`config.mk`:
```
export PLATFORM = sky130hd
export DESIGN_NAME = mpc_ctrl
export DESIGN_NICKNAME = d
export VERILOG_FILES = /design/src/verilog/mpc_pkg.sv /design/src/verilog/mpc_ref_if.sv /design/src/verilog/mpc_refresh.sv /design/src/verilog/mpc_parity.sv /design/src/verilog/mpc_ctrl.sv
export SDC_FILE = /design/constraint.sdc
export NUM_CORES = 1
export LEC_CHECK = 0
export ABC_AREA = 1
export BUFFER_PORTS_ARGS = -buffer_cell sky130_fd_sc_hd__buf_2
export CELL_PAD_IN_SITES_DETAIL_PLACEMENT = 0
export CELL_PAD_IN_SITES_GLOBAL_PLACEMENT = 1
export CORE_AREA = 10 10 219 138
export CTS_CLUSTER_SIZE = 16
export DETAILED_ROUTE_END_ITERATION = 7
export DIE_AREA = 0 0 229 148
export PLACE_DENSITY = 0.76
export SETUP_SLACK_MARGIN = 0.2
export SYNTH_ARGS = -nofsm -noshare
export SYNTH_HDL_FRONTEND = slang
export SYNTH_SLANG_ARGS = --single-unit
```
`constraint.sdc`:
```
create_clock -name core_clk -period 1.86 [get_ports core_clk]
set_input_delay 0.093 -clock core_clk [delete_from_list [all_inputs] [get_ports core_clk]]
set_output_delay 0.093 -clock core_clk [all_outputs]
set_load 0.05 [all_outputs]
```
`src/verilog/mpc_pkg.sv`:
```
// Shared constants, field positions and state encoding for the parity memory controller.
// Notes on behaviour
// [RQ1] Answer only single, byte, read-modify-write, block dialogues.
// [RQ2] Raise module select only inside switch range.
// [RQ3] Register address picked from sixteen by switches.
// [RQ4] Arbiter picks register access, array access, refresh.
// [RQ5] Row address with row strobe, then column strobe.
// [RQ6] Refresh uses row strobe only, never column.
// [RQ7] Free-running timer requests refresh every 12 us.
// [RQ8] Eight row pulses per refresh, then row advances.
// [RQ9] Refresh rows wrap at 128 or 256.
// [RQ10] Refresh lasts 535 ns; array access waits.
// [RQ11] Block mode steps address per word, sixteen max.
// [RQ12] Writes store one parity bit per byte.
// [RQ13] Reads check parity; error lights indicator, latches address.
// [RQ14] Register bits 1,3,4,12,13 read zero, ignore writes.
// [RQ15] Bit 0 set: error drives address lines 16,17.
// [RQ16] Bit 2 set: writes store inverted parity.
// [RQ17] Error stores address 11-17, latches 18-21.
// [RQ18] Bit 14 set: reads show address 18-21.
// [RQ19] Error address survives reset, overwritten by new error.
// [RQ20] Bit 14 read/write, cleared by reset and initialize.
// [RQ21] Bit 15 sticky error flag, drives indicator.
// [RQ22] Master reads, sets bit 14, rereads, clears it.
// [RQ23] Bus initialize idles logic, clears resettable bits.
// [RQ24] Access during refresh is answered after refresh.
package mpc_pkg;
    localparam int CLK_PERIOD_NS = 40;
    localparam int REF_INTERVAL_NS = 12000;
    localparam int REF_INTERVAL_CYC = REF_INTERVAL_NS / CLK_PERIOD_NS;
    localparam int REF_TIME_NS = 535;
    localparam int REF_CYC = (REF_TIME_NS + CLK_PERIOD_NS - 1) / CLK_PERIOD_NS;
    localparam int REF_PULSES = 8;
    localparam int ROWS_SMALL = 128;
    localparam int ROWS_BIG = 256;
    localparam int BLOCK_MAX = 16;

    localparam int ADDR_W = 22;
    localparam int DATA_W = 16;
    localparam int DRAM_AW = 9;
    localparam int BANKS = 8;
    localparam int SW_W = 9;
    localparam int SW_LSB = 13;
    localparam int SYNC_W = 7 + ADDR_W + SW_W + SW_W + 4 + 1;

    // Word address fields of the array for both chip sizes.
    localparam int SMALL_ROW_W = 8;
    localparam int SMALL_COL_LSB = 8;
    localparam int SMALL_BANK_LSB = 16;
    localparam int BIG_COL_LSB = 9;
    localparam int BIG_BANK_LSB = 18;

    // Register placement in the I/O page and its field layout.
    localparam logic [12:0] CSR_BASE = 13'h1440;
    localparam int CSR_PEN = 0;
    localparam int CSR_WWP = 2;
    localparam int CSR_EA_LSB = 5;
    localparam int CSR_EA_LO_W = 7;
    localparam int CSR_EA_HI_W = 4;
    localparam int CSR_EXT = 14;
    localparam int CSR_ERR = 15;
    localparam int ADDR_EA_LO_LSB = 11;
    localparam int ADDR_EA_HI_LSB = 18;
    localparam int BDAL_PERR_LSB = 16;

    typedef enum logic [2:0] {
        ST_IDLE = 3'h0,
        ST_ROW = 3'h1,
        ST_COL = 3'h3,
        ST_DATA = 3'h2,
        ST_DONE = 3'h6,
        ST_CSR = 3'h7,
        ST_REF = 3'h4
    } mpc_state_t;
endpackage

```
`src/verilog/mpc_ref_if.sv`:
```
// Refresh request, completion and row between the controller and its refresh timer.
`timescale 1ns/1ps
interface mpc_ref_if;
    logic req;
    logic done;
    logic [7:0] row;
    modport ctl (input req, input row, output done);
    modport tmr (output req, output row, input done);
endinterface

```
`src/verilog/mpc_refresh.sv`:
```
// Free-running refresh timer and refresh row counter.
`timescale 1ns/1ps
module mpc_refresh
    import mpc_pkg::*;
(
    input wire logic core_clk,
    input wire logic rst_b,
    input wire logic big_chip,
    mpc_ref_if.tmr rif
);
    localparam logic [8:0] TMR_LAST = 9'(REF_INTERVAL_CYC - 1);

    logic [8:0] tmr_q;
    logic req_q;
    logic [7:0] row_q;
    wire tick = (tmr_q == TMR_LAST);
    wire [7:0] row_last = big_chip ? 8'(ROWS_BIG - 1) : 8'(ROWS_SMALL - 1);

    // The timer never stops for bus traffic; a pending request simply waits for the arbiter.
    always_ff @(posedge core_clk or negedge rst_b) begin
        if (!rst_b) begin
            tmr_q <= 9'h000;
            req_q <= 1'b0;
            row_q <= 8'h00;
        end else begin
            tmr_q <= tick ? 9'h000 : tmr_q + 9'h001; // [RQ7]
            if (tick) begin
                req_q <= 1'b1; // [RQ7]
            end else if (rif.done) begin
                req_q <= 1'b0;
            end
            if (rif.done) begin
                row_q <= (row_q >= row_last) ? 8'h00 : row_q + 8'h01; // [RQ8] [RQ9]
            end
        end
    end

    assign rif.req = req_q;
    assign rif.row = row_q;
endmodule

```
`src/verilog/mpc_parity.sv`:
```
// Byte parity generation for writes and checking for reads.
`timescale 1ns/1ps
module mpc_parity
    import mpc_pkg::*;
(
    input wire logic [DATA_W-1:0] wdata,
    input wire logic invert,
    input wire logic [DATA_W+1:0] rdata,
    output logic [1:0] wpar,
    output logic [1:0] perr
);
    // Odd parity per byte: a stuck-at-zero array reads back as an error.
    assign wpar[0] = ~(^wdata[7:0]) ^ invert; // [RQ12] [RQ16]
    assign wpar[1] = ~(^wdata[15:8]) ^ invert; // [RQ12] [RQ16]
    assign perr[0] = ~(^{rdata[16], rdata[7:0]}); // [RQ13]
    assign perr[1] = ~(^{rdata[17], rdata[15:8]}); // [RQ13]
endmodule

```
`src/verilog/mpc_ctrl.sv`:
```
// Bus slave, cycle arbiter, array sequencer and parity status register of the memory board.
`timescale 1ns/1ps
module mpc_ctrl
    import mpc_pkg::*;
(
    input wire logic core_clk,
    input wire logic rst_b,
    input wire logic bus_sync_n,
    input wire logic bus_din_n,
    input wire logic bus_dout_n,
    input wire logic bus_wtbt_n,
    input wire logic bus_bs7_n,
    input wire logic bus_bref_n,
    input wire logic bus_init_n,
    input wire logic [ADDR_W-1:0] bdal_in,
    output logic [ADDR_W-1:0] bdal_out,
    output logic [ADDR_W-1:0] bdal_oe,
    output logic bus_rply_out,
    output logic bus_rply_oe,
    input wire logic [SW_W-1:0] start_addr_sw,
    input wire logic [SW_W-1:0] end_addr_sw,
    input wire logic [3:0] csr_sel_sw,
    input wire logic big_chip,
    output logic [DRAM_AW-1:0] dram_addr,
    output logic [BANKS-1:0] dram_ras_n,
    output logic dram_cas_n,
    output logic [1:0] dram_we_n,
    output logic [DATA_W+1:0] dram_wdata,
    input wire logic [DATA_W+1:0] dram_rdata,
    output logic parity_led
);
    localparam logic [3:0] REF_LAST = 4'(REF_CYC - 1);
    localparam logic [3:0] REF_NPULSE = 4'(REF_PULSES);
    localparam logic [4:0] BLK_LIMIT = 5'(BLOCK_MAX);

    // Every bus pin is asynchronous to core_clk, including the static switches.
    logic [SYNC_W-1:0] sync1_q;
    logic [SYNC_W-1:0] sync2_q;
    wire [SYNC_W-1:0] raw_in = {~bus_sync_n, ~bus_din_n, ~bus_dout_n, ~bus_wtbt_n, ~bus_bs7_n, ~bus_bref_n,
                                ~bus_init_n, bdal_in, start_addr_sw, end_addr_sw, csr_sel_sw, big_chip};

    always_ff @(posedge core_clk or negedge rst_b) begin
        if (!rst_b) begin
            sync1_q <= '0;
            sync2_q <= '0;
        end else begin
            sync1_q <= raw_in;
            sync2_q <= sync1_q;
        end
    end

    // Unpack the synchronised vector.
    wire sync_s = sync2_q[SYNC_W-1];
    wire din_s = sync2_q[SYNC_W-2];
    wire dout_s = sync2_q[SYNC_W-3];
    wire wtbt_s = sync2_q[SYNC_W-4];
    wire bs7_s = sync2_q[SYNC_W-5];
    wire bref_s = sync2_q[SYNC_W-6];
    wire init_s = sync2_q[SYNC_W-7];
    wire [ADDR_W-1:0] bdal_s = sync2_q[SYNC_W-8 -: ADDR_W];
    wire [SW_W-1:0] start_s = sync2_q[SW_W+5 +: SW_W];
    wire [SW_W-1:0] end_s = sync2_q[5 +: SW_W];
    wire [3:0] csr_sel_s = sync2_q[4:1];
    wire big_s = sync2_q[0];

    mpc_state_t state_q;
    mpc_state_t state_d;
    logic sync_prev_q;
    logic [ADDR_W-1:0] addr_q;
    logic mem_hit_q;
    logic csr_hit_q;
    logic wr_q;
    logic byte_q;
    logic blk_q;
    logic [4:0] blk_cnt_q;
    logic [3:0] ref_cnt_q;
    logic pen_q;
    logic wwp_q;
    logic ext_q;
    logic err_q;
    logic [CSR_EA_LO_W-1:0] ea_lo_q;
    logic [CSR_EA_HI_W-1:0] ea_hi_q;
    logic [DATA_W+1:0] wdata_q;
    logic [DRAM_AW-1:0] dram_addr_q;
    logic [DATA_W-1:0] rdout_q;
    logic perr_flag_q;
    logic [1:0] wpar;
    logic [1:0] perr;
    logic [DATA_W-1:0] csr_rd;

    mpc_ref_if rif ();

    mpc_refresh u_refresh (
        .core_clk(core_clk),
        .rst_b(rst_b),
        .big_chip(big_s),
        .rif(rif.tmr)
    );

    mpc_parity u_parity (
        .wdata(bdal_s[DATA_W-1:0]),
        .invert(wwp_q),
        .rdata(dram_rdata),
        .wpar(wpar),
        .perr(perr)
    );

    // Address decode at the leading edge of the address strobe.
    wire sync_rise = sync_s & ~sync_prev_q;
    wire [SW_W-1:0] seg = bdal_s[SW_LSB +: SW_W];
    wire mem_dec = ~bs7_s & (seg >= start_s) & (seg < end_s); // [RQ2]
    wire [12:0] csr_addr = CSR_BASE + {8'h00, csr_sel_s, 1'b0}; // [RQ3]
    // Word compare only, so a byte write to the odd address still reaches the upper half.
    wire csr_dec = bs7_s & (bdal_s[12:1] == csr_addr[12:1]); // [RQ3]
    wire module_select = mem_hit_q;

    // Only din or dout inside an address strobe starts a cycle; interrupt and other dialogues are ignored.
    wire strobe = sync_s & (din_s | dout_s); // [RQ1]
    wire blk_full = (blk_cnt_q == BLK_LIMIT); // [RQ11]
    wire ref_last = (ref_cnt_q == REF_LAST);
    wire acc_ras = (state_q == ST_ROW) | (state_q == ST_COL) | (state_q == ST_DATA);
    wire acc_cas = (state_q == ST_COL) | (state_q == ST_DATA);
    wire ref_ras = (state_q == ST_REF) & (ref_cnt_q < REF_NPULSE);
    wire par_event = (state_q == ST_DATA) & ~wr_q & (|perr); // [RQ13]

    // Array address fields for the fitted chip size.
    wire [ADDR_W-2:0] waddr = addr_q[ADDR_W-1:1];
    wire [DRAM_AW-1:0] row_a = big_s ? waddr[DRAM_AW-1:0] : {1'b0, waddr[SMALL_ROW_W-1:0]};
    wire [DRAM_AW-1:0] col_a = big_s ? waddr[BIG_COL_LSB +: DRAM_AW] : {1'b0, waddr[SMALL_COL_LSB +: SMALL_ROW_W]};
    wire [2:0] bank_a = big_s ? waddr[BIG_BANK_LSB +: 3] : waddr[SMALL_BANK_LSB +: 3];

    // Arbiter: a pending refresh goes first, so a bus access that meets it waits for its reply.
    always_comb begin
        state_d = state_q;
        case (state_q)
            ST_IDLE: begin
                if (rif.req) begin
                    state_d = ST_REF; // [RQ4] [RQ10] [RQ24]
                end else if (strobe & csr_hit_q) begin
                    state_d = ST_CSR; // [RQ4]
                end else if (strobe & module_select & ~blk_full) begin
                    state_d = ST_ROW; // [RQ4] [RQ11]
                end
            end
            ST_ROW: state_d = ST_COL; // [RQ5]
            ST_COL: state_d = ST_DATA;
            ST_DATA: state_d = ST_DONE;
            ST_CSR: state_d = ST_DONE;
            ST_DONE: begin
                if (~din_s & ~dout_s) begin
                    state_d = ST_IDLE;
                end
            end
            ST_REF: begin
                if (ref_last) begin
                    state_d = ST_IDLE; // [RQ10]
                end
            end
            default: state_d = ST_IDLE;
        endcase
    end

    // Array multiplexer: row with the row strobe, column with the column strobe, both from the same clock edge.
    wire [DRAM_AW-1:0] dram_addr_d = (state_d == ST_ROW) ? row_a :
                                     ((state_d == ST_COL) | (state_d == ST_DATA)) ? col_a :
                                     (state_d == ST_REF) ? {1'b0, rif.row} : dram_addr_q; // [RQ5] [RQ8]

    // Sequencer state, strobe edge and refresh counter; bus initialize returns the sequencer to idle.
    always_ff @(posedge core_clk or negedge rst_b) begin
        if (!rst_b) begin
            state_q <= ST_IDLE;
            sync_prev_q <= 1'b0;
            ref_cnt_q <= 4'h0;
        end else begin
            sync_prev_q <= sync_s;
            state_q <= init_s ? ST_IDLE : state_d; // [RQ23]
            ref_cnt_q <= (state_q == ST_REF) ? ref_cnt_q + 4'h1 : 4'h0;
        end
    end

    // Address latch, hit flags and block stepping.
    always_ff @(posedge core_clk or negedge rst_b) begin
        if (!rst_b) begin
            addr_q <= '0;
            mem_hit_q <= 1'b0;
            csr_hit_q <= 1'b0;
            blk_cnt_q <= 5'h00;
        end else if (sync_rise) begin
            addr_q <= bdal_s;
            mem_hit_q <= mem_dec; // [RQ2]
            csr_hit_q <= csr_dec;
            blk_cnt_q <= 5'h00;
        end else if ((state_q == ST_DONE) & (state_d == ST_IDLE) & blk_q & mem_hit_q) begin
            addr_q <= addr_q + 22'h000002; // [RQ11]
            blk_cnt_q <= blk_cnt_q + 5'h01; // [RQ11]
        end
    end

    // Cycle type and write data are caught when the arbiter starts a cycle.
    always_ff @(posedge core_clk or negedge rst_b) begin
        if (!rst_b) begin
            wr_q <= 1'b0;
            byte_q <= 1'b0;
            blk_q <= 1'b0;
            wdata_q <= '0;
        end else if ((state_q == ST_IDLE) & (state_d != ST_IDLE) & (state_d != ST_REF)) begin
            wr_q <= dout_s;
            byte_q <= dout_s & wtbt_s;
            blk_q <= bref_s;
            wdata_q <= {wpar, bdal_s[DATA_W-1:0]}; // [RQ12] [RQ16]
        end
    end

    // Read data and the parity flag travel back to the bus from flops.
    always_ff @(posedge core_clk or negedge rst_b) begin
        if (!rst_b) begin
            rdout_q <= '0;
            perr_flag_q <= 1'b0;
            dram_addr_q <= '0;
        end else begin
            dram_addr_q <= dram_addr_d;
            if (state_q == ST_DATA) begin
                rdout_q <= dram_rdata[DATA_W-1:0];
                perr_flag_q <= par_event & pen_q; // [RQ15]
            end else if (state_q == ST_CSR) begin
                rdout_q <= csr_rd;
                perr_flag_q <= 1'b0;
            end
        end
    end

    // Register writes honour the byte lanes of a byte write, except the error address field, which the low lane writes whole.
    wire csr_wr = (state_q == ST_CSR) & wr_q;
    wire wr_lo = csr_wr & (~byte_q | ~addr_q[0]);
    wire wr_hi = csr_wr & (~byte_q | addr_q[0]);
    wire [DATA_W-1:0] wd = bdal_s[DATA_W-1:0];

    // Control bits clear on reset and on bus initialize; a new error beats a write of zero.
    always_ff @(posedge core_clk or negedge rst_b) begin
        if (!rst_b) begin
            pen_q <= 1'b0;
            wwp_q <= 1'b0;
            ext_q <= 1'b0;
            err_q <= 1'b0;
        end else if (init_s) begin
            pen_q <= 1'b0; // [RQ23] [RQ15]
            wwp_q <= 1'b0; // [RQ16]
            ext_q <= 1'b0; // [RQ20]
            err_q <= 1'b0; // [RQ21]
        end else begin
            if (wr_lo) begin
                pen_q <= wd[CSR_PEN]; // [RQ15]
                wwp_q <= wd[CSR_WWP]; // [RQ16]
            end
            if (wr_hi) begin
                ext_q <= wd[CSR_EXT]; // [RQ20]
            end
            if (par_event) begin
                err_q <= 1'b1; // [RQ21]
            end else if (wr_hi) begin
                err_q <= wd[CSR_ERR]; // [RQ21]
            end
        end
    end

    // The error address has no reset so that it survives a restart for post-mortem reads.
    always_ff @(posedge core_clk) begin
        if (par_event) begin
            ea_lo_q <= addr_q[ADDR_EA_LO_LSB +: CSR_EA_LO_W]; // [RQ17] [RQ19]
            ea_hi_q <= addr_q[ADDR_EA_HI_LSB +: CSR_EA_HI_W]; // [RQ17] [RQ19]
        end else if (wr_lo & ext_q) begin
            ea_hi_q <= wd[CSR_EA_LSB +: CSR_EA_HI_W]; // [RQ19]
        end else if (wr_lo) begin
            ea_lo_q <= wd[CSR_EA_LSB +: CSR_EA_LO_W]; // [RQ19]
        end
    end

    // Register read view; unused bit positions are hard zero.
    wire [CSR_EA_LO_W-1:0] ea_view = ext_q ? {3'h0, ea_hi_q} : ea_lo_q; // [RQ17] [RQ18]
    assign csr_rd = {err_q, ext_q, 2'h0, ea_view, 2'h0, wwp_q, 1'b0, pen_q}; // [RQ14]

    // Array strobes: one bank for an access, banks in turn for refresh.
    wire [BANKS-1:0] ras_vec = acc_ras ? (8'h01 << bank_a) :
                               ref_ras ? (8'h01 << ref_cnt_q[2:0]) : 8'h00; // [RQ5] [RQ6] [RQ8]
    assign dram_ras_n = ~ras_vec;
    assign dram_cas_n = ~acc_cas; // [RQ6]
    assign dram_we_n[0] = ~(acc_cas & wr_q & (~byte_q | ~addr_q[0])); // [RQ12]
    assign dram_we_n[1] = ~(acc_cas & wr_q & (~byte_q | addr_q[0])); // [RQ12]
    assign dram_wdata = wdata_q;
    assign dram_addr = dram_addr_q;
    assign rif.done = (state_q == ST_REF) & ref_last; // [RQ8]

    // Bus answer: reply and read data stand until the master drops its data strobe.
    wire rd_done = (state_q == ST_DONE) & ~wr_q;
    assign bus_rply_out = 1'b0;
    assign bus_rply_oe = (state_q == ST_DONE); // [RQ1]
    assign bdal_out = {4'h0, 2'h3, rdout_q};
    assign bdal_oe = {4'h0, {2{rd_done & perr_flag_q}}, {DATA_W{rd_done}}}; // [RQ15]
    assign parity_led = err_q; // [RQ13] [RQ21]
endmodule

```
==> results.tsv, run 1 <==
stage	metric	value	unit
detailed_routing	Via density	4.81	
die	Row Count	46	
power	pwr/cell area	1250	nW/µm²
place	I/O Buffers	145	
setup_path	Buf/Inv on CP	4	
global_routing	Overflow after GRT	0	
setup_path	top cell family by delay on the critical path	flip-flops	
setup_path	Crit path arrival time	1860	ps
synth	Yosys cell types	45	
setup_path	slowest CP cell	dfrtp_1	
synth	Mapped Area	10100	µm²
layout	Finished Cell Area	14800	µm²
power	leak pwr	0.00704	µW
synth	synthesis-stage register bit count	221	
setup_path	CP Capture Type	primary output	
synth	top post-synthesis cells by area	dfrtp_1 52%, nand2_1 11%, nand3_1 4.0%	
place	routability cong.	0.892	
global_routing	largest net degree at the start of global routing	63	
global_routing	number of global-route vias before repair	8687	
clocking	CTS tree	done	
timing	max-slew violations	0	
place	pre-CTS setup slack	12.6	ps
clocking	Clock Latency Late Sink	530	ps
synth	post-synthesis async set-or-reset flop share	95.0	%
die	I/O Pins	157	
synth	Most used DFF post-synth	dfrtp_1	
timing	RSZ-0062 raised after global routing	yes	
synth	number of synthesized flops with an enable pin	11	
place	dpl cell area	11500	µm²
synth	Synth Warn #	0	
timing	Hold Vio Cnt, Final	0	
detailed_routing	DR pass1 iterations	5	
clocking	clock buffer count from CTS	23	
timing	Layout Skew	19.5	ps
setup_path	Crit path largest cell delay	400	ps
die	die area	33900	µm²
power	Reg power frac	34.5	%
status	status	finished with violations	
synth	largest area contributor in the netlist	dfrtp_1	
global_routing	initial antenna violation count	2	
setup_path	Worst Setup Path Type	register to primary output	
timing	setup_tns	-1510	ps
setup_path	CP cell instances	inv_2 > or2_4 > o21ai_4 > buf_6 > inv_4 > nor2_4 > a32oi_2 > buf_6	
setup_path	critical-path maximum fanout	4	
synth	post-synthesis sequential area ratio	55.5	%
detailed_routing	Routed wire per std cell	17.5	µm
clocking	Clk pin slew, worst setup/hold paths	70	ps
run	max cap viols	0	
die	Starting Density	38.5	%
die	CORE AREA	26100	µm²
timing	WHS	92.4	ps
layout	share of cells above drive strength 1	32.8	%
global_routing	All-Layer GR Usage	17.8	%
power	Max VDD drop	0.000628	V
detailed_routing	Total Wirelength	31300	µm
clocking	clock tree buffer depth	3	
timing	Setup WS post-layout	-95.1	ps
detailed_routing	Iter 0 DRT Violations	659	
setup_path	most repeated library cell on the critical path	buf_6	
timing	fmax	511	MHz
die	Die W	229	µm
detailed_routing	vias	8603	
clocking	# clock sinks	221	
power	Comb pwr share	39.1	%
synth	Synth top area share	52.2	%
power	P_sw	7540	µW
power	Pint	10800	µW
status	failing checks	setup timing	
synth	cell count after synthesis	1111	
power	sw frac	41.0	%
detailed_routing	DRT antenna net count	0	
clocking	clock root buffer	clkbuf_16	
timing	Setup-failing EPs final	47	
timing	Period Utilization, post-route	105	%
layout	fin nets	1512	
layout	Area Overhead vs Synth	46.6	%
hold_path	Hold Crit Class	input pin to async pin	
die	Die Ht	148	µm
clocking	H-tree depth	1	
place	dpl hpwl	21500	µm
setup_path	Crit path required time	1770	ps
setup_path	CP Launch Type	register	
detailed_routing	DRC viols	0	
synth	synthesized area per cell	9.06	µm²
timing	crit path time final	1960	ps
power	Clk pwr share	26.4	%
global_routing	first-pass GRT wire length	48600	µm
## worst register-to-register path, cell delays in order (launching register included)
cell and delay (ps):
dfrtp_2 450, inv_2 100, buf_4 170, nand2_1 70, inv_1 90, nand2_4 60, nand3_4 80, nand2_4 80
nor2_4 160, nand3_4 90, buf_12 170, clkbuf_16 180, nand3_2 60, nand2_1 70
## final timing paths
kind                              from       endpoint  slack, ps  depth (start not counted)
setup / recovery            sync2_q[0]  dram_ras_n[3]       -100                          8
hold / removal                   rst_b    sync1_q[19]         90                          2
setup reg to reg            state_q[0]      addr_q[4]        -60                         13
hold reg to reg            sync1_q[12]    sync2_q[12]        350                          0
max in group asynchronous        rst_b    sync2_q[30]       1120                          3
min in group core_clk         big_chip     sync1_q[0]        200                          2
## cell families (layout without fill, tap and decap cells)
kind of cell	Yosys count	after routing	share of synthesized area, %
fa+ha+maj	29	29	3.60
xor+xnor	50	50	4.35
compound gates	126	126	7.10
simple gates	511	514	21.8
flops	221	221	55.5
buf+inv	172	477	7.62
other cells	2	13	0.0746
## cells in the final DEF, fill, tap and decap left out, types with 8 or more instances in the layout
cell and n:
dfrtp_1 200, nand3_1 47, inv_1 96, nor2_1 59
xnor2_1 24, nand2_4 15, ha_1 20, xor2_1 25
buf_6 40, o21ai_0 51, clkbuf_16 26, inv_2 12
o211ai_1 9, nand2_1 261, dfrtp_2 10, nor3_1 11
buf_4 59, nand3_2 31, o21ai_1 13, nand4_1 10
a21oi_2 8, dlygate4sd3_1 69, buf_2 113, buf_12 29
nor2_4 16, conb_1 11, nand2_2 28, edfxtp_1 11
a21oi_1 20
## cell usage after synthesis (2+ instances only)
library cell,instances
conb_1,2
a31oi_1,2
o211ai_1,9
nand2_1,297
nor2_1,74
nand4_1,10
o21ai_0,70
nor2_2,4
a22o_1,4
nor3_1,19
dfrtp_1,210
nor3_2,2
nand3_2,2
inv_1,107
inv_2,6
ha_1,29
a32oi_1,2
and3_1,2
xor2_1,25
clkbuf_1,20
nand3b_1,2
or2_2,3
a21oi_1,28
clkinv_1,4
nor4_1,2
nor2_4,3
buf_2,4
nand2_2,7
a211oi_1,2
edfxtp_1,11
buf_4,31
xnor2_1,25
nand3_1,81
## stage by stage
step | util (%) | cells | total power (µW)
final | 56.5 | 1790 | 18400
after global routing | 56.5 | 1789 | 19400
after CTS | 53.2 | 1771 | 18000
after detailed placement | 44.1 | 1632 | 12100
after global placement | 44.1 | 1632 | 12000
after floorplan | - | 1120 | 10200
## per-layer routing
layer / vias to the layer above / GRT usage (%) / part of all wire (%)
li1: 4139 / - / -
met1: 4181 / 24.8 / 47
met2: 243 / 27.8 / 45
met3: 40 / 4.01 / 6.2
met4: 0 / 3.99 / 1.8
met5: - / 0 / 0
## flip-flops by register name, indices dropped and copies added (netlist names), 3 cells and up
| name | count |
|---|---|
| addr_q | 22 |
| blk_cnt_q | 5 |
| dram_addr | 9 |
| dram_wdata | 18 |
| ea_hi_q | 4 |
| ea_lo_q | 7 |
| rdout_q | 16 |
| ref_cnt_q | 4 |
| state_q | 3 |
| sync1_q | 52 |
| sync2_q | 52 |
| u_refresh.rif.row | 8 |
| u_refresh.tmr_q | 9 |
## power groups by stage
stage | clock network [µW] | registers (µW) | logic (µW)
after floorplan | 0 | 7710 | 2520
after global placement | 0 | 6370 | 5670
after detailed placement | 0 | 6380 | 5730
after CTS | 4970 | 6330 | 6680
after global routing | 5170 | 6450 | 7740
final | 4850 | 6350 | 7190
## final cells by class
cell class                 count  area [µm²]
sequential                   221        5600
inverter                     117         460
timing repair buffer         318        2880
fill                        2263       11400
tap                          360         450
clock buffer                  25         593
antenna                        2        5.00
clock inverter                17         201
multi-input combinational    730        4570
## repair_timing
item,CTS,global route
buffers inserted,26,11
cloned,2,6
pin swaps,37,55
endpoints found under the setup margin,109,125
endpoints found under the hold margin,278,0
hold buffers,69,0
resized for setup,185,163
(Power assumes the default switching activity.)
==> run 2, diff against run 1 <==
--- a/config.mk
+++ b/config.mk
@@ -9,11 +9,11 @@
 export BUFFER_PORTS_ARGS = -buffer_cell sky130_fd_sc_hd__buf_2
 export CELL_PAD_IN_SITES_DETAIL_PLACEMENT = 0
 export CELL_PAD_IN_SITES_GLOBAL_PLACEMENT = 1
-export CORE_AREA = 10 10 219 138
+export CORE_AREA = 10 10 202 128
 export CTS_CLUSTER_SIZE = 16
 export DETAILED_ROUTE_END_ITERATION = 7
-export DIE_AREA = 0 0 229 148
-export PLACE_DENSITY = 0.76
+export DIE_AREA = 0 0 212 138
+export PLACE_DENSITY = 0.85
 export SETUP_SLACK_MARGIN = 0.2
 export SYNTH_ARGS = -nofsm -noshare
 export SYNTH_HDL_FRONTEND = slang
==> constraint.sdc (replaced) <==
create_clock -name core_clk -period 2.54 [get_ports core_clk]
set_input_delay 0.127 -clock core_clk [delete_from_list [all_inputs] [get_ports core_clk]]
set_output_delay 0.127 -clock core_clk [all_outputs]
set_load 0.05 [all_outputs]
==> results.tsv, run 2 (same netlist as run 1, synthesis figures left out) <==
stage	metric	value	unit	change
global_routing	All-Layer GR Usage	18.4	%	+0.62 points
timing	Setup-failing EPs final	0		-100%
layout	Area Overhead vs Synth	24.8	%	
detailed_routing	Routed wire per std cell	16.8	µm	-3.7%
timing	WHS	11.2	ps	-81.2 ps
clocking	clock buffer count from CTS	22		-4.3%
hold_path	hold path start	dram_rdata[5]		
global_routing	first-pass GRT wire length	44100	µm	-9.3%
setup_path	slowest CP cell	dfrtp_1		
setup_path	CP Launch Type	register		
die	Die Ht	138	µm	-6.8%
setup_path	CP Capture Type	primary output		
setup_path	worst r2r src	state_q[1]		
timing	max-slew violations	0		unchanged
setup_path	critical-path maximum fanout	8		+4
layout	area occupied by multi-input gates	3770	µm²	-18%
timing	Period Utilization, post-route	86.9	%	
setup_path	CP cell instances	o21ai_1 > nor2_1 > a32oi_1 > buf_2		
timing	Slew @ Worst Pin	589	ps	
clocking	# clock sinks	221		unchanged
layout	fin nets	1419		-6.2%
layout	commonest non-fill, non-tap cell in the layout	nand2_1		
die	Row Count	43		-6.5%
layout	Register Area	5590	µm²	-0.18%
layout	largest registers	sync1_q: 52 flops, sync2_q: 52 flops, addr_q: 22 flops		
setup_path	Crit path largest cell delay	510	ps	+110 ps
layout	Non-Filler Instances	1626		-9.2%
global_routing	initial antenna violation count	0		-2
timing	setup_tns	0	ps	+1510 ps
detailed_routing	Total Wirelength	27400	µm	-12%
detailed_routing	Iter 0 DRT Violations	734		+11%
timing	Hold Vio Cnt, Final	0		unchanged
clocking	CTS tree	done		
die	Die W	212	µm	-7.4%
timing	RSZ-0062 raised after global routing	yes		
place	pre-CTS setup slack	242	ps	+229 ps
detailed_routing	Via density	4.94		+2.8%
place	I/O Buffers	145		unchanged
clocking	clock tree buffer depth	3		unchanged
die	CORE AREA	22400	µm²	-14%
place	dpl hpwl	19800	µm	-7.8%
layout	# diodes	0		-2
die	die area	29300	µm²	-14%
detailed_routing	vias	8035		-6.6%
place	routability cong.	0.875		-1.8%
global_routing	largest net degree at the start of global routing	75		+19%
power	Max VDD drop	0.000654	V	+4.1%
timing	Layout Skew	16.5	ps	-3.01 ps
clocking	clock root buffer	clkbuf_16		
detailed_routing	DRT antenna net count	0		unchanged
hold_path	Hold Crit Class	input pin to register		
clocking	H-tree depth	1		unchanged
layout	most frequent cells in the layout	297 x nand2_1, 208 x dfrtp_1, 140 x buf_2, 107 x inv_1, 81 x nand3_1		
detailed_routing	DRC viols	0		unchanged
setup_path	Crit path arrival time	2080	ps	+220 ps
timing	Slew headroom	60.7	%	
clocking	Clock Latency Late Sink	510	ps	-20 ps
setup_path	Worst Setup Path Type	register to primary output		
setup_path	Crit path required time	2410	ps	+640 ps
die	Starting Density	44.9	%	+6.3 points
layout	fillers	1981		-12%
timing	crit path time final	2210	ps	
global_routing	Overflow after GRT	0		unchanged
layout	share of cells above drive strength 1	17.9	%	-15 points
power	leak pwr	0.00625	µW	-11%
run	max cap viols	0		unchanged
setup_path	worst setup path start	addr_q[18]		
global_routing	number of global-route vias before repair	8048		-7.4%
die	I/O Pins	157		unchanged
timing	fmax	453	MHz	
detailed_routing	DR pass1 iterations	5		unchanged
place	placed instance count	1516		-7.1%
timing	Setup WS post-layout	333	ps	+428 ps
power	pwr/cell area	977	nW/µm²	-22%
status	status	finished clean		
clocking	Clk pin slew, worst setup/hold paths	70	ps	about the same
## run 2: per-stage QoR
| step | utilization, % | instance area (µm²) | total power [µW] |
|---|---|---|---|
| floorplan | - | 10100 | 7440 |
| global placement | 49.1 | 11000 | 8510 |
| detailed placement | 49.1 | 11000 | 8580 |
| CTS | 55.9 | 12500 | 12400 |
| global route | 56.0 | 12600 | 12900 |
| finish | 56.0 | 12600 | 12300 |
## run 2: worst max-delay path, delay by kind of cell, from the launching register on
kind | cells | cell delay [ps]
and+or+nand+nor | 1 | 100
AOI/OAI and AO/OA | 2 | 640
DFF | 1 | 510
buffers and inverters | 1 | 300
## run 2: area by class of cell
type	count	share of cell area, %
sequential	221	44.5
tap	292	2.91
clock buffer	26	4.92
clock inverter	14	1.66
timing repair buffer	229	12.5
inverter	117	3.50
multi-input combinational	727	30.0
## run 2: where the power goes
group / internal (µW) / switching, µW / total, µW
clock network: 2260 / 1420 / 3680
logic: 1040 / 2930 / 3970
registers: 4140 / 493 / 4630
total: 7440 / 4840 / 12300
## run 2: timing repair
item / in CTS / in global routing
setup buffers: 2 / 0
endpoints found under the setup margin: 24 / 45
hold buffers: 68 / 0
gates cloned: 0 / 0
gates resized for setup: 6 / 10
hold endpoints to repair: 134 / 0
## run 2: path summary, 6_finish.rpt
check / to / slack [ps] / depth (start not counted)
worst max-delay path: dram_ras_n[3] / 330 / 4
worst min register to register: sync2_q[2] / 340 / 0
min in group asynchronous: sync1_q[50] / 200 / 2
worst min-delay path: rdout_q[5] / 10 / 3
worst max register to register: dram_addr[3] / 410 / 12
max in group asynchronous: sync2_q[0] / 1510 / 3
## run 2: per-layer routing
layer	wire length, µm	share of wire (%)	up-vias	global-route usage (%)
met5	0	0	-	0
met4	435	1.6	0	3.05
met3	1890	6.9	29	3.61
met2	11700	43	230	27.3
met1	13400	49	3837	27.5
li1	-	-	3939	-
==> run 3, diff against run 2 <==
--- a/config.mk
+++ b/config.mk
@@ -5,16 +5,16 @@
 export SDC_FILE = /design/constraint.sdc
 export NUM_CORES = 1
 export LEC_CHECK = 0
-export ABC_AREA = 1
 export BUFFER_PORTS_ARGS = -buffer_cell sky130_fd_sc_hd__buf_2
 export CELL_PAD_IN_SITES_DETAIL_PLACEMENT = 0
 export CELL_PAD_IN_SITES_GLOBAL_PLACEMENT = 1
-export CORE_AREA = 10 10 202 128
+export CORE_AREA = 10 10 195 124
 export CTS_CLUSTER_SIZE = 16
 export DETAILED_ROUTE_END_ITERATION = 7
-export DIE_AREA = 0 0 212 138
-export PLACE_DENSITY = 0.85
+export DIE_AREA = 0 0 205 134
+export PLACE_DENSITY = 0.84
 export SETUP_SLACK_MARGIN = 0.2
+export SKIP_CTS_REPAIR_TIMING = 1
 export SYNTH_ARGS = -nofsm -noshare
 export SYNTH_HDL_FRONTEND = slang
 export SYNTH_SLANG_ARGS = --single-unit
==> results.tsv, run 3 <==
stage	metric	value	unit	change
setup_path	Crit path largest cell delay	400	ps	-110 ps
hold_path	Hold Crit Class	input pin to register		
hold_path	hold path depth	3		unchanged
setup_path	r2r setup slk	240	ps	-170 ps
timing	Hold Vio Cnt, Final	2		+2
timing	Layout Skew	8.46	ps	-8.07 ps
synth	synth cell count leaders	210 x dfrtp_1, 65 x nand2_1, 55 x o21ai_0		
layout	most frequent cells in the layout	207 x dfrtp_1, 144 x buf_2, 65 x nand2_1, 60 x dlygate4sd3_1, 55 x o21ai_0		
timing	Slew headroom	36.6	%	-24 points
clocking	clock root buffer	clkbuf_16		
synth	top post-synthesis cells by area	dfrtp_1 54%, mux2_2 5.7%, xnor2_1 4.0%		
global_routing	number of global-route vias before repair	6693		-17%
global_routing	initial antenna violation count	0		unchanged
layout	fin nets	1140		-20%
detailed_routing	Iter 0 DRT Violations	455		-38%
synth	synthesized area per cell	11.5	µm²	+27%
layout	# diodes	0		unchanged
detailed_routing	DRT antenna net count	0		unchanged
global_routing	All-Layer GR Usage	16.6	%	-1.9 points
synth	mux cell area share after synthesis	7.25	%	+7.2 points
setup_path	Worst R2R Path Depth	8		-4
synth	number of synthesized flops with an enable pin	11		unchanged
setup_path	CP Capture Type	register		
synth	compound-cell area share of the yosys netlist	8.88	%	+1.8 points
synth	post-synthesis async set-or-reset flop share	95.0	%	unchanged
setup_path	top cell family by delay on the critical path	multiplexers		
timing	max-slew violations	0		unchanged
setup_path	most repeated library cell on the critical path	mux2_2		
detailed_routing	vias	6804		-15%
synth	most numerous cell in the Yosys netlist	dfrtp_1		
die	die area	27500	µm²	-6.1%
die	Starting Density	47.1	%	+2.2 points
synth	synthesis-stage register bit count	221		unchanged
timing	fmax	434	MHz	-4.1%
setup_path	critical-path maximum fanout	9		+1
place	I/O Buffers	145		unchanged
clocking	# clock sinks	221		unchanged
synth	Synth Warn #	0		unchanged
place	dpl hpwl	17200	µm	-13%
die	Row Count	41		-4.7%
synth	area share of and/or/nand/nor cells after synthesis	10.6	%	-11 points
timing	crit path time final	2300	ps	+95.3 ps
die	Die W	205	µm	-3.3%
synth	Adder-Cell Fraction of Synth Area	3.75	%	+0.14 points
power	leak pwr	0.00557	µW	-11%
layout	Non-Filler Instances	1326		-18%
detailed_routing	Via density	5.13		+3.8%
setup_path	CP cell instances	inv_1 > ha_1 > nor4bb_1 > nor2b_1 > o221ai_2 > a21oi_4 > mux2_2 > mux2_2		
power	Max VDD drop	0.000859	V	+31%
synth	largest area contributor in the netlist	dfrtp_1		
place	routability cong.	0.865		-1.2%
layout	commonest non-fill, non-tap cell in the layout	dfrtp_1		
global_routing	largest net degree at the start of global routing	86		+15%
timing	RSZ-0062 raised after global routing	no		
clocking	CTS tree	done		
setup_path	reg2reg end	dram_addr[4]		
layout	fillers	1684		-15%
synth	post-synthesis sequential area ratio	57.7	%	+2.2 points
clocking	clock tree buffer depth	3		unchanged
timing	WHS	-47.0	ps	-58.3 ps
synth	Synth top area share	54.3	%	+2.1 points
setup_path	Crit path required time	2920	ps	+510 ps
detailed_routing	DRC viols	0		unchanged
setup_path	Buf/Inv on CP	1		unchanged
synth	cell count after synthesis	839		-24%
layout	share of cells above drive strength 1	25.8	%	+7.9 points
detailed_routing	DR pass1 iterations	5		unchanged
status	status	finished with violations		
hold_path	hold path start	dram_rdata[4]		
synth	Yosys cell types	58		+29%
timing	Period Utilization, post-route	90.7	%	+3.8 points
die	I/O Pins	157		unchanged
synth	Mapped Area	9680	µm²	-3.8%
synth	Synth Area in XOR/XNOR	6.34	%	+2.0 points
timing	Setup-failing EPs final	0		unchanged
die	CORE AREA	20600	µm²	-8.3%
global_routing	Overflow after GRT	0		unchanged
clocking	clock buffer count from CTS	21		-4.5%
synth	largest family of logic cells by synthesized area	simple AND/OR/NAND/NOR gates		
place	placed instance count	1232		-19%
setup_path	Crit path arrival time	2680	ps	+600 ps
layout	largest registers	sync1_q: 52 flops, sync2_q: 52 flops, addr_q: 22 flops		
setup_path	Worst Setup Path Type	register to register		
run	max cap viols	0		unchanged
setup_path	CP Launch Type	register		
detailed_routing	Routed wire per std cell	18.5	µm	+9.6%
clocking	H-tree depth	1		unchanged
timing	setup_tns	0	ps	unchanged
clocking	Clk pin slew, worst setup/hold paths	60	ps	about the same
global_routing	first-pass GRT wire length	36800	µm	-16%
status	failing checks	hold timing		
timing	Slew @ Worst Pin	942	ps	+352 ps
die	Die Ht	134	µm	-2.9%
power	pwr/cell area	779	nW/µm²	-20%
clocking	Clock Latency Late Sink	500	ps	about the same
setup_path	worst r2r src	blk_cnt_q[0]		
layout	Area Overhead vs Synth	24.0	%	
hold_path	Worst Hold End	rdout_q[4]		
detailed_routing	Total Wirelength	24500	µm	-11%
setup_path	slowest CP cell	dfrtp_1		
synth	Most used DFF post-synth	dfrtp_1		
-- run 3: cell types whose count changed in the layout (fill, tap and decap cells not counted), moves of 14 or more --
cell     previous run  this run
nor2_1             72        48
inv_1             107        49
nand3_1            81        25
nand2_1           297        65
xnor2_1            25        44
mux2i_1             0        15
a22oi_1             0        18
mux2_2              0        49
o22ai_1             0        14
-- run 3: where the power goes --
part	internal (µW)	total, µW	leakage, µW	switching [µW]
clock network	1830	3100	0.000325	1270
registers	3920	4290	0.00267	374
logic	611	1950	0.00257	1340
-- run 3: area by class of cell --
cell class	instances	area, µm²	share of cell area (%)
repair buffers	227	1550	12.9
clock inverters	7	113	0.938
flip-flops and latches	221	5590	46.6
multi-input cells	519	3670	30.6
well taps	279	349	2.91
inverters	49	184	1.53
clock buffers	24	547	4.56
-- run 3: cell families after synthesis --
family | count (synthesis)
flops | 221
simple gates | 210
compound gates | 137
buf+inv | 108
xor+xnor | 68
mux | 64
fa+ha+maj | 29
other cells | 2
-- run 3: how the worst max path moves through the flow --
stage,start,to,slack [ps],depth (start not counted)
after floorplan,state_q[1],dram_ras_n[0],180,5
after global placement,blk_cnt_q[0],dram_addr[5],220,8
after detailed placement,blk_cnt_q[0],dram_addr[5],180,8
after CTS,state_q[2],dram_ras_n[1],-70,6
after global routing,blk_cnt_q[0],dram_addr[4],140,8
final,blk_cnt_q[0],dram_addr[4],240,8
-- run 3: stage by stage --
stage | instance area [µm²] | util, % | setup WS [ps] | hold slack (ps) | power (µW)
floorplan | 9720 | - | 183 | -169 | 5590
global placement | 10600 | 51.7 | 219 | 208 | 6190
detailed placement | 10600 | 51.7 | 180 | 211 | 6210
CTS | 11300 | 54.9 | -69.2 | -319 | 9340
global route | 12000 | 58.3 | 141 | 5.07 | 9750
finish | 12000 | 58.3 | 237 | -47.0 | 9350
-- run 3: routing by layer --
metal | global-route usage (%) | up-vias | part of all wire, %
met4 | 2.68 | 0 | 1.2
met3 | 4.45 | 27 | 7.5
met2 | 22.8 | 208 | 42
met1 | 25.6 | 3338 | 49
met5 | 0 | - | 0
li1 | - | 3231 | -
-- run 3: tightest hold or removal path, delay by kind of cell --
kind	cells	cell delay (ps)
AOI/OAI and AO/OA	2	190
buffers and inverters	1	100
